<file path="src/core/txcfg_pkg.sv">
// Constants for the transmit port configuration bank
package txcfg_pkg;
   localparam int unsigned NUM_PORTS = 16;
   localparam logic [15:0] PORT_STRIDE = 16'h0200;
   localparam logic [15:0] HALF_STRIDE = 16'h2000;
   localparam int unsigned PORTS_PER_HALF = 8;
   localparam logic [15:0] OFF_CTRL3 = 16'h0183;
   localparam logic [15:0] OFF_IO = 16'h0184;
   localparam logic [15:0] OFF_ES = 16'h0185;
   localparam logic [15:0] OFF_PAT = 16'h0186;
   localparam logic [15:0] OFF_HDLC = 16'h0187;
   localparam logic [15:0] OFF_IBO = 16'h0188;
   localparam logic [15:0] OFF_MON = 16'h0189;
   localparam logic [15:0] OFF_XP = 16'h018a;
   localparam logic [15:0] OFF_STAT = 16'h01c0;
   localparam logic [7:0] RST_REG = 8'h00;
   localparam logic [7:0] MASK_CTRL3 = 8'h01;
   localparam logic [7:0] MASK_IO = 8'hff;
   localparam logic [7:0] MASK_ES = 8'hdf;
   localparam logic [7:0] MASK_PAT = 8'hff;
   localparam logic [7:0] MASK_HDLC = 8'h03;
   localparam logic [7:0] MASK_IBO = 8'h18;
   localparam logic [7:0] MASK_MON = 8'h1f;
   localparam logic [7:0] MASK_XP = 8'h07;
   localparam int unsigned B_CRC_RECALC = 0;
   localparam int unsigned B_CLK_INV = 7;
   localparam int unsigned B_LSYNC_INV = 6;
   localparam int unsigned B_SSYNC_INV = 5;
   localparam int unsigned B_RATE_SEL = 4;
   localparam int unsigned B_SSYNC_MF = 3;
   localparam int unsigned B_LSYNC_DIR = 2;
   localparam int unsigned B_DBL_WIDE = 1;
   localparam int unsigned B_LSYNC_MF = 0;
   localparam int unsigned B_DATA_FMT = 7;
   localparam int unsigned B_GAP_CLK = 6;
   localparam int unsigned B_SLIP_ZONE = 4;
   localparam int unsigned B_ALIGN = 3;
   localparam int unsigned B_RECENTER = 2;
   localparam int unsigned B_MIN_DELAY = 1;
   localparam int unsigned B_ES_EN = 0;
   localparam int unsigned B_MW_LAW = 7;
   localparam int unsigned B_INV_LO = 5;
   localparam int unsigned B_JAM8 = 4;
   localparam int unsigned B_RAI_CI = 3;
   localparam int unsigned B_AIS_CI = 2;
   localparam int unsigned B_LOOP_LO = 0;
   localparam int unsigned B_WM_LO = 0;
   localparam int unsigned B_IBO_TYPE = 4;
   localparam int unsigned B_IBO_EN = 3;
   localparam int unsigned B_BERT_DIR = 2;
   localparam int unsigned B_BERT_UNF = 1;
   localparam int unsigned B_BERT_EN = 0;
   localparam logic [3:0] SLIP_WIDE = 4'h9;
   localparam logic [3:0] SLIP_NARROW = 4'h2;
   localparam logic [5:0] WM_00 = 6'h04;
   localparam logic [5:0] WM_01 = 6'h10;
   localparam logic [5:0] WM_10 = 6'h20;
   localparam logic [5:0] WM_11 = 6'h30;
   localparam logic [4:0] LEN_00 = 5'h05;
   localparam logic [4:0] LEN_01 = 5'h06;
   localparam logic [4:0] LEN_10 = 5'h07;
   localparam logic [4:0] LEN_11 = 5'h10;
   localparam logic [7:0] MW_ULAW = 8'h1e;
   localparam logic [7:0] MW_ALAW = 8'h34;
   typedef enum logic [1:0] {
      INV_NONE = 2'b00,
      INV_FRAMING = 2'b01,
      INV_SIGNALING = 2'b10,
      INV_PAYLOAD = 2'b11
   } txcfg_inv_e;
endpackage

</file>
<file path="src/core/txcfg_port_if.sv">
// Per-port decoded write strobes and register values
`timescale 1ns/10ps
`default_nettype none
interface txcfg_port_if;
   logic [2:0] idx;
   logic wr;
   logic [7:0] wdata;
   logic [7:0] rdata;
   logic hit;
   modport bank (input idx, input wr, input wdata, output rdata,
      output hit);
   modport ctrl (output idx, output wr, output wdata, input rdata,
      input hit);
endinterface
`default_nettype wire

</file>
<file path="src/core/txcfg_port_bank.sv">
// One port's register bank with elastic store command edges
`timescale 1ns/10ps
`default_nettype none
module txcfg_port_bank (
   // Clock and reset
   input wire logic pclk,
   input wire logic presetn,
   // Register access
   txcfg_port_if.bank rif,
   // Stored values
   output logic [7:0] regs_o [0:7],
   // Elastic store commands
   output logic align_pulse_o,
   output logic recenter_pulse_o
);
   logic [7:0] regs_q [0:7];
   logic [7:0] mask [0:7];
   assign mask[0] = txcfg_pkg::MASK_CTRL3;
   assign mask[1] = txcfg_pkg::MASK_IO;
   assign mask[2] = txcfg_pkg::MASK_ES;
   assign mask[3] = txcfg_pkg::MASK_PAT;
   assign mask[4] = txcfg_pkg::MASK_HDLC;
   assign mask[5] = txcfg_pkg::MASK_IBO;
   assign mask[6] = txcfg_pkg::MASK_MON;
   assign mask[7] = txcfg_pkg::MASK_XP;
   genvar g;
   generate
      for (g = 0; g < 8; g++) begin : g_reg
         always_ff @(posedge pclk or negedge presetn) begin
            if (!presetn) begin
               regs_q[g] <= txcfg_pkg::RST_REG;
            end else if (rif.wr && rif.idx == 3'(g)) begin
               regs_q[g] <= rif.wdata & mask[g];
            end
         end
         assign regs_o[g] = regs_q[g];
      end
   endgenerate
   assign rif.rdata = regs_q[rif.idx];
   assign rif.hit = 1'b1;
   // Rising edges of align and recenter
   logic es_wr;
   assign es_wr = rif.wr && rif.idx == 3'd2;
   always_ff @(posedge pclk or negedge presetn) begin
      if (!presetn) begin
         align_pulse_o <= 1'b0;
         recenter_pulse_o <= 1'b0;
      end else begin
         align_pulse_o <= es_wr && rif.wdata[txcfg_pkg::B_ALIGN] &&
            !regs_q[2][txcfg_pkg::B_ALIGN];
         recenter_pulse_o <= es_wr && rif.wdata[txcfg_pkg::B_RECENTER] &&
            !regs_q[2][txcfg_pkg::B_RECENTER];
      end
   end
endmodule
`default_nettype wire

</file>
<file path="src/core/txcfg_bank.sv">
// Transmit port configuration bank, sixteen ports behind APB
`timescale 1ns/10ps
`default_nettype none
module txcfg_bank #(
   parameter int unsigned PORTS = txcfg_pkg::NUM_PORTS,
   parameter int unsigned FRAME_BYTES = 32
) (
   // Clock and reset
   input wire logic pclk,
   input wire logic presetn,
   // APB slave
   input wire logic psel,
   input wire logic penable,
   input wire logic pwrite,
   input wire logic [15:0] paddr,
   input wire logic [31:0] pwdata,
   output logic [31:0] prdata,
   output logic pready,
   output logic pslverr,
   // Mode inputs
   input wire logic [15:0] e1_mode,
   input wire logic [15:0] rate_conv,
   // Raw pins per port
   input wire logic [15:0] tx_line_clock_pin,
   input wire logic [15:0] tx_line_sync_in,
   input wire logic [15:0] tx_line_sync_gen,
   input wire logic [15:0] tx_system_sync_pin,
   // Conditioned pins per port
   output logic [15:0] line_clock_int,
   output logic [15:0] line_sync_int,
   output logic [15:0] system_sync_int,
   output logic [15:0] tx_line_sync_out,
   output logic [15:0] tx_line_sync_oe,
   // Decoded controls per port
   output logic [15:0] crc_recalc,
   output logic [15:0] system_clock_rate_sel,
   output logic [15:0] system_sync_mf_sel,
   output logic [15:0] line_sync_mf_sel,
   output logic [15:0] sync_double_wide,
   output logic [15:0] channel_data_format,
   output logic [15:0] gapped_clock_enable,
   output logic [15:0] estore_enable,
   output logic [15:0] estore_min_delay,
   output logic [15:0] estore_align_cmd,
   output logic [15:0] estore_recenter_cmd,
   output logic [63:0] slip_threshold,
   output logic [127:0] milliwatt_code,
   output logic [31:0] bit_invert_select,
   output logic [15:0] jammed_bit8_enable,
   output logic [15:0] remote_alarm_ci_mode,
   output logic [15:0] ais_ci_mode,
   output logic [79:0] loop_code_length,
   output logic [95:0] fifo_low_watermark,
   output logic [15:0] interleave_enable,
   output logic [15:0] interleave_type,
   output logic [79:0] monitor_channel_select,
   output logic [15:0] bert_port_enable,
   output logic [15:0] bert_port_direction,
   output logic [15:0] bert_unframed
);
   // Address decode: port index and register index
   // Offsets are word indices, byte address is four times that
   logic [15:0] word_a;
   logic [15:0] rel;
   logic [3:0] port_n;
   logic [3:0] blk_n;
   logic [8:0] low;
   logic addr_ok;
   assign word_a = {2'b00, paddr[15:2]};
   always_comb begin
      rel = word_a;
      port_n = 4'h0;
      blk_n = 4'h0;
      if (word_a >= txcfg_pkg::HALF_STRIDE) begin
         rel = word_a - txcfg_pkg::HALF_STRIDE;
         port_n = 4'(txcfg_pkg::PORTS_PER_HALF);
         // Upper ports sit one stride block higher
         blk_n = 4'h1;
      end
      port_n = port_n + 4'(rel[11:9]);
      low = rel[8:0];
      addr_ok = (paddr[1:0] == 2'b00) && (rel[15:12] == blk_n) &&
         (low >= txcfg_pkg::OFF_CTRL3[8:0]) &&
         (low <= txcfg_pkg::OFF_XP[8:0]) &&
         (32'(port_n) < PORTS);
   end
   logic stat_hit;
   assign stat_hit = (paddr[1:0] == 2'b00) &&
      (word_a == txcfg_pkg::OFF_STAT);
   logic [2:0] reg_idx;
   assign reg_idx = 3'(low - txcfg_pkg::OFF_CTRL3[8:0]);
   logic access;
   assign access = psel && penable && !pready;
   // Per-port banks
   logic [7:0] rd_mux [0:15];
   logic [7:0] regs [0:15][0:7];
   logic [15:0] al_p, rc_p;
   genvar p;
   generate
      for (p = 0; p < 16; p++) begin : g_port
         txcfg_port_if pif ();
         assign pif.idx = reg_idx;
         assign pif.wdata = pwdata[7:0];
         // Write lands at the edge that completes the access
         assign pif.wr = psel && penable && pready && pwrite && addr_ok &&
            port_n == 4'(p) && 32'(p) < PORTS;
         assign rd_mux[p] = pif.rdata;
         txcfg_port_bank u_bank (
            .pclk(pclk),
            .presetn(presetn),
            .rif(pif),
            .regs_o(regs[p]),
            .align_pulse_o(al_p[p]),
            .recenter_pulse_o(rc_p[p])
         );
         // Decoded outputs, all registered
         always_ff @(posedge pclk or negedge presetn) begin
            if (!presetn) begin
               line_clock_int[p] <= 1'b0;
               line_sync_int[p] <= 1'b0;
               system_sync_int[p] <= 1'b0;
               tx_line_sync_out[p] <= 1'b0;
               tx_line_sync_oe[p] <= 1'b0;
               crc_recalc[p] <= 1'b0;
               system_clock_rate_sel[p] <= 1'b0;
               system_sync_mf_sel[p] <= 1'b0;
               line_sync_mf_sel[p] <= 1'b0;
               sync_double_wide[p] <= 1'b0;
               channel_data_format[p] <= 1'b0;
               gapped_clock_enable[p] <= 1'b0;
               estore_enable[p] <= 1'b0;
               estore_min_delay[p] <= 1'b0;
               estore_align_cmd[p] <= 1'b0;
               estore_recenter_cmd[p] <= 1'b0;
               slip_threshold[p*4 +: 4] <= 4'h0;
               milliwatt_code[p*8 +: 8] <= 8'h00;
               bit_invert_select[p*2 +: 2] <= 2'b00;
               jammed_bit8_enable[p] <= 1'b0;
               remote_alarm_ci_mode[p] <= 1'b0;
               ais_ci_mode[p] <= 1'b0;
               loop_code_length[p*5 +: 5] <= 5'h00;
               fifo_low_watermark[p*6 +: 6] <= 6'h00;
               interleave_enable[p] <= 1'b0;
               interleave_type[p] <= 1'b0;
               monitor_channel_select[p*5 +: 5] <= 5'h00;
               bert_port_enable[p] <= 1'b0;
               bert_port_direction[p] <= 1'b0;
               bert_unframed[p] <= 1'b0;
            end else begin
               line_clock_int[p] <= tx_line_clock_pin[p] ^
                  regs[p][1][txcfg_pkg::B_CLK_INV];
               line_sync_int[p] <= tx_line_sync_in[p] ^
                  regs[p][1][txcfg_pkg::B_LSYNC_INV];
               system_sync_int[p] <= tx_system_sync_pin[p] ^
                  regs[p][1][txcfg_pkg::B_SSYNC_INV];
               tx_line_sync_out[p] <= tx_line_sync_gen[p] ^
                  regs[p][1][txcfg_pkg::B_LSYNC_INV];
               tx_line_sync_oe[p] <=
                  regs[p][1][txcfg_pkg::B_LSYNC_DIR];
               crc_recalc[p] <= e1_mode[p] &&
                  regs[p][0][txcfg_pkg::B_CRC_RECALC];
               system_clock_rate_sel[p] <=
                  regs[p][1][txcfg_pkg::B_RATE_SEL];
               system_sync_mf_sel[p] <=
                  regs[p][1][txcfg_pkg::B_SSYNC_MF];
               line_sync_mf_sel[p] <=
                  regs[p][1][txcfg_pkg::B_LSYNC_MF];
               sync_double_wide[p] <= !e1_mode[p] &&
                  regs[p][1][txcfg_pkg::B_DBL_WIDE];
               channel_data_format[p] <=
                  regs[p][2][txcfg_pkg::B_DATA_FMT];
               gapped_clock_enable[p] <=
                  regs[p][2][txcfg_pkg::B_GAP_CLK];
               estore_enable[p] <=
                  regs[p][2][txcfg_pkg::B_ES_EN];
               estore_min_delay[p] <=
                  regs[p][2][txcfg_pkg::B_MIN_DELAY];
               estore_align_cmd[p] <= al_p[p];
               estore_recenter_cmd[p] <= rc_p[p];
               if (!rate_conv[p]) begin
                  slip_threshold[p*4 +: 4] <= 4'h0;
               end else if (regs[p][2][txcfg_pkg::B_SLIP_ZONE]) begin
                  slip_threshold[p*4 +: 4] <=
                     txcfg_pkg::SLIP_NARROW;
               end else begin
                  slip_threshold[p*4 +: 4] <=
                     txcfg_pkg::SLIP_WIDE;
               end
               milliwatt_code[p*8 +: 8] <=
                  regs[p][3][txcfg_pkg::B_MW_LAW] ?
                  txcfg_pkg::MW_ALAW : txcfg_pkg::MW_ULAW;
               bit_invert_select[p*2 +: 2] <=
                  regs[p][3][txcfg_pkg::B_INV_LO +: 2];
               jammed_bit8_enable[p] <=
                  regs[p][3][txcfg_pkg::B_JAM8];
               remote_alarm_ci_mode[p] <= !e1_mode[p] &&
                  regs[p][3][txcfg_pkg::B_RAI_CI];
               ais_ci_mode[p] <= !e1_mode[p] &&
                  regs[p][3][txcfg_pkg::B_AIS_CI];
               case (regs[p][3][txcfg_pkg::B_LOOP_LO +: 2])
                  2'b00: loop_code_length[p*5 +: 5] <=
                     txcfg_pkg::LEN_00;
                  2'b01: loop_code_length[p*5 +: 5] <= txcfg_pkg::LEN_01;
                  2'b10: loop_code_length[p*5 +: 5] <= txcfg_pkg::LEN_10;
                  default: loop_code_length[p*5 +: 5] <=
                     txcfg_pkg::LEN_11;
               endcase
               case (regs[p][4][txcfg_pkg::B_WM_LO +: 2])
                  2'b00: fifo_low_watermark[p*6 +: 6] <=
                     txcfg_pkg::WM_00;
                  2'b01: fifo_low_watermark[p*6 +: 6] <= txcfg_pkg::WM_01;
                  2'b10: fifo_low_watermark[p*6 +: 6] <= txcfg_pkg::WM_10;
                  default: fifo_low_watermark[p*6 +: 6] <=
                     txcfg_pkg::WM_11;
               endcase
               interleave_enable[p] <=
                  regs[p][5][txcfg_pkg::B_IBO_EN];
               interleave_type[p] <=
                  regs[p][5][txcfg_pkg::B_IBO_TYPE];
               monitor_channel_select[p*5 +: 5] <=
                  regs[p][6][4:0];
               bert_port_enable[p] <=
                  regs[p][7][txcfg_pkg::B_BERT_EN];
               bert_port_direction[p] <=
                  regs[p][7][txcfg_pkg::B_BERT_DIR];
               bert_unframed[p] <=
                  regs[p][7][txcfg_pkg::B_BERT_UNF];
            end
         end
      end
   endgenerate
   // Status word: inconsistent double wide setting per port
   logic [15:0] dw_bad;
   generate
      for (p = 0; p < 16; p++) begin : g_chk
         assign dw_bad[p] = regs[p][1][txcfg_pkg::B_DBL_WIDE] &&
            (regs[p][1][txcfg_pkg::B_LSYNC_MF] ||
            !regs[p][1][txcfg_pkg::B_LSYNC_DIR]);
      end
   endgenerate
   // APB answer, one wait state
   always_ff @(posedge pclk or negedge presetn) begin
      if (!presetn) begin
         pready <= 1'b0;
         pslverr <= 1'b0;
         prdata <= 32'h0000_0000;
      end else begin
         pready <= access;
         pslverr <= access && !addr_ok && !(stat_hit && !pwrite);
         prdata <= 32'h0000_0000;
         if (access && !pwrite && addr_ok) begin
            prdata <= {24'h00_0000, rd_mux[port_n]};
         end else if (access && !pwrite && stat_hit) begin
            prdata <= {16'h0000, dw_bad};
         end
      end
   end
endmodule
`default_nettype wire

</file>
<file path="config.mk">
export PLATFORM = sky130hd
export DESIGN_NAME = txcfg_bank
export DESIGN_NICKNAME = d
export VERILOG_FILES = /design/src/core/txcfg_pkg.sv /design/src/core/txcfg_port_if.sv /design/src/core/txcfg_port_bank.sv /design/src/core/txcfg_bank.sv
export SDC_FILE = /design/constraint.sdc
export NUM_CORES = 2
export LEC_CHECK = 0
export ABC_AREA = 1
export BUFFER_PORTS_ARGS = -buffer_cell sky130_fd_sc_hd__buf_4
export CAP_MARGIN = 20
export CORE_AREA = 2 2 412 414
export CTS_CLUSTER_SIZE = 14
export DETAILED_ROUTE_END_ITERATION = 7
export DIE_AREA = 0 0 414 416
export GPL_TIMING_DRIVEN = 0
export PLACE_DENSITY = 0.56
export SLEW_MARGIN = 5
export SYNTH_ARGS = -nofsm -noshare
export SYNTH_HDL_FRONTEND = slang
export SYNTH_SLANG_ARGS = --single-unit
</file>
<file path="constraint.sdc">
create_clock -name pclk -period 3.07 [get_ports pclk]
set_input_delay 0 -clock pclk [delete_from_list [all_inputs] [get_ports pclk]]
set_output_delay 0 -clock pclk [all_outputs]
set_load 0.05 [all_outputs]
</file>
==> out/results.ini <==
[pwr]
power_density_nw_per_um2=587
p_clk_share_pct=46.7
power_switching_mw=10.5
p_int_mw=29.0
vdd_drop_max_v=0.000590
combPwrFrac_pct=9.7
switching_share_pct=26.7
pwr-share-seq_pct=43.6
power.leakage_nw=33.4

[finish]
nets=6478
n_fill_cell=16696
areaGrowthSynthToFinish_pct=37.3
fin_util_pct=40.0
final_cells=8618
drive_gt1_share_pct=23.7
layout_commonest_cell=dfrtp_1
layout_common_cells=1,299 x dfrtp_1, 1,156 x nand2_1, 1,096 x buf_4
final_cell_area_um2=67200

[cts]
h-tree-depth=4
root_buffer=clkbuf_16
path_clk_slew_ns=0.06
cts_buffers=146
clock_latency_ns=0.83
clock_path_buffers=3
cts_tree=done
cts_sinks=1299

[die]
core_um2=168000
fp.dieH_um=416
rows=151
dieArea_um2=172000
initial_utilization_pct=29.1
die_x_um=414
ios=1047

[detailed_routing]
antenna_left=0
drt_wl_total_um=268000
first_iter_violations=5450
vias=42754
avgRoutedWirePerCell_um=31.1
drcViolationCount=0
first_pass_iters=7
avgViaCountPerCell=4.96

[global_route]
grt_first_pass_wirelength_um=355000
grt_usage_pct=30.3
overflow=0
grt_max_degree=178
antenna_found_initial=29
grt_pass1_vias=41038

[logic_synthesis]
syn_area_um2=49000
yosysWarningCount=0
synthCells=4841
synth-seq-cells=1299
synth.avg_cell_area_um2=10.1
synth_cell_types=36
ys_seq_area_share_pct=66.4

[timing]
fmax_ghz=0.304
finalCriticalPeriod_ns=3.29
period_share_pct=107
worst_slew_pin_slew_ns=1.30
fin_ws_ns=-0.222
setup_viol=24
hold_viol=0
rsz0062_at_grt=yes
clock_skew_ns=0.0334
slew_headroom_pct=13.3
slew_violations=0

[placement]
dpl.hpwl_um=208000
portBuffers=876
dp.cells=8113
routabilityCongestion=1.02
place_area_um2=59600
post-place-ws_ns=-2.76

[worst_setup_path]
slowest_delay_ns=0.73
path_cells=clkbuf_2 -> nand2_1 -> clkinv_1 -> clkbuf_1 -> o211ai_1 -> o21ai_0 -> o21ai_1 -> nand4_1 -> nand2_1 -> nand3_1
start_kind=input port
reg2reg_depth=9
cp_common_cell=nand2_1
critPathMaxFanout=10
worstSetupPathType=in2reg
reg2reg_slack_ns=0.05
worstPathArrival_ns=3.96
cp_slowest_cell=clkinv_1
worstPathRequired_ns=3.74
end_kind=flop

[flow_run]
maxCapViolCount=0

[run_status]
violations=negative setup slack
status=finished, violations left

[hold_path]
hold_path_class=in2reg
hold_depth=4

==> synthesized netlist by cell type <==
| cell type | n | area share [%] |
|---|---|---|
| o21ai_0 | 691 | 7.1 |
| buf_1 | 16 | 0.12 |
| and3_1 | 1 | 0.013 |
| a21oi_1 | 69 | 0.70 |
| a32o_1 | 1 | 0.020 |
| or2_1 | 1 | 0.013 |
| nor2_4 | 3 | 0.069 |
| clkbuf_1 | 198 | 1.5 |
| nand2_1 | 1166 | 8.9 |
| nor2_1 | 439 | 3.4 |
| nor3_1 | 33 | 0.34 |
| nand3b_1 | 4 | 0.061 |
| buf_4 | 207 | 3.2 |
| nand3_1 | 176 | 1.8 |
| o22ai_1 | 49 | 0.63 |
| nor2_2 | 3 | 0.038 |
| or2_2 | 5 | 0.064 |
| xor2_1 | 64 | 1.1 |
| nor4b_1 | 1 | 0.018 |
| a21boi_0 | 1 | 0.015 |
| nor3b_2 | 1 | 0.026 |
| ha_1 | 54 | 1.4 |
| a211oi_1 | 1 | 0.015 |
| o211ai_1 | 23 | 0.35 |
| a41oi_1 | 1 | 0.018 |
| clkinv_1 | 2 | 0.015 |
| mux2_2 | 1 | 0.023 |
| conb_1 | 2 | 0.015 |
| nand4_1 | 14 | 0.18 |
| buf_2 | 41 | 0.42 |
| a31oi_1 | 1 | 0.013 |
| dfrtp_1 | 1299 | 66 |
| inv_1 | 266 | 2.0 |
| inv_2 | 3 | 0.023 |
| o21ai_1 | 3 | 0.031 |
| nor4_1 | 1 | 0.013 |
==> worst max-delay path: cells and delay by family <==
family | cells | cell delay [ns]
simple gates | 4 | 1.35
compound gates | 3 | 0.92
buf+inv | 3 | 1.65
==> layer usage <==
layer,up-vias,wire length [um],track usage [%],share of wire [%]
met2,2626,125000,49.0,46
li1,18055,-,-,-
met5,-,70,0,0.026
met4,12,19800,18.6,7.4
met3,649,22100,6.69,8.3
met1,21412,101000,37.1,38
==> path summary, 6_finish.rpt <==
kind	from	to
max	paddr[12]	prdata[2]$_DFF_PN0_
min	rate_conv[12]	slip_threshold[48]$_DFF_PN0_
max reg2reg	pready$_DFF_PN0_	g_port[7].u_bank.recenter_pulse_o$_DFF_PN0_
min reg2reg	g_port[13].u_bank.align_pulse_o$_DFF_PN0_	estore_align_cmd[13]$_DFF_PN0_
max in group asynchronous	presetn	loop_code_length[65]$_DFF_PN0_
min in group asynchronous	presetn	slip_threshold[49]$_DFF_PN0_
==> registers in the layout, indices dropped and copies added (netlist names), 32 cells and up <==
register,cells
fifo_low_watermark,48
slip_threshold,32
g_port.u_bank.regs_o,576
monitor_channel_select,80
loop_code_length,64
milliwatt_code,33
bit_invert_select,32
==> power groups by stage <==
stage	clock network, mW	logic, mW	registers (mW)
after floorplan	0	1.45	17.7
after CTS	18.7	3.72	17.2
after global routing	19.4	3.94	17.2
after detailed placement	0	3.46	17.5
after global placement	0	3.37	17.5
final	18.5	3.84	17.2
==> cell type report <==
class	count	area, um2	share of cell area [%]
diodes	9	22.5	0.0335
plain buffers	460	2660	3.95
clock buffers	206	4260	6.34
clock inverters	58	776	1.15
inverters	271	1020	1.52
multi-input cells	2952	13600	20.3
flip-flops and latches	1299	32500	48.3
well taps	2218	2780	4.13
repair buffers	1145	9590	14.3
==> stage by stage <==
stage          hold WS [ns]  setup TNS, ns  total power, mW
3_3_place_gp          0.177              -             20.9
4_1_cts             0.00555              0             39.7
5_1_grt              0.0450         -0.116             40.5
2_1_floorplan        -0.296              0             19.2
3_5_place_dp        0.00226        -955.82             21.0
6_report             0.0448         -0.894             39.5
==> cells by family after synthesis <==
kind of cell	synth area share, %
adders and majority gates	1.38
DFF	66.4
AOI/OAI and AO/OA	8.85
buffers and inverters	7.31
other	0.0153
muxes	0.0230
and+or+nand+nor	14.9
xor gates and xnor gates	1.14
==> timing repair <==
item / CTS / global route
pin swaps: 3 / 4
resized for setup: 79 / 49
cloned: 0 / 1
buffers inserted: 3 / 8
hold buffers: 218 / 0
setup endpoints to repair: 618 / 228
endpoints found under the hold margin: 811 / 0
No activity file was read; power rests on OpenSTA's default activity.
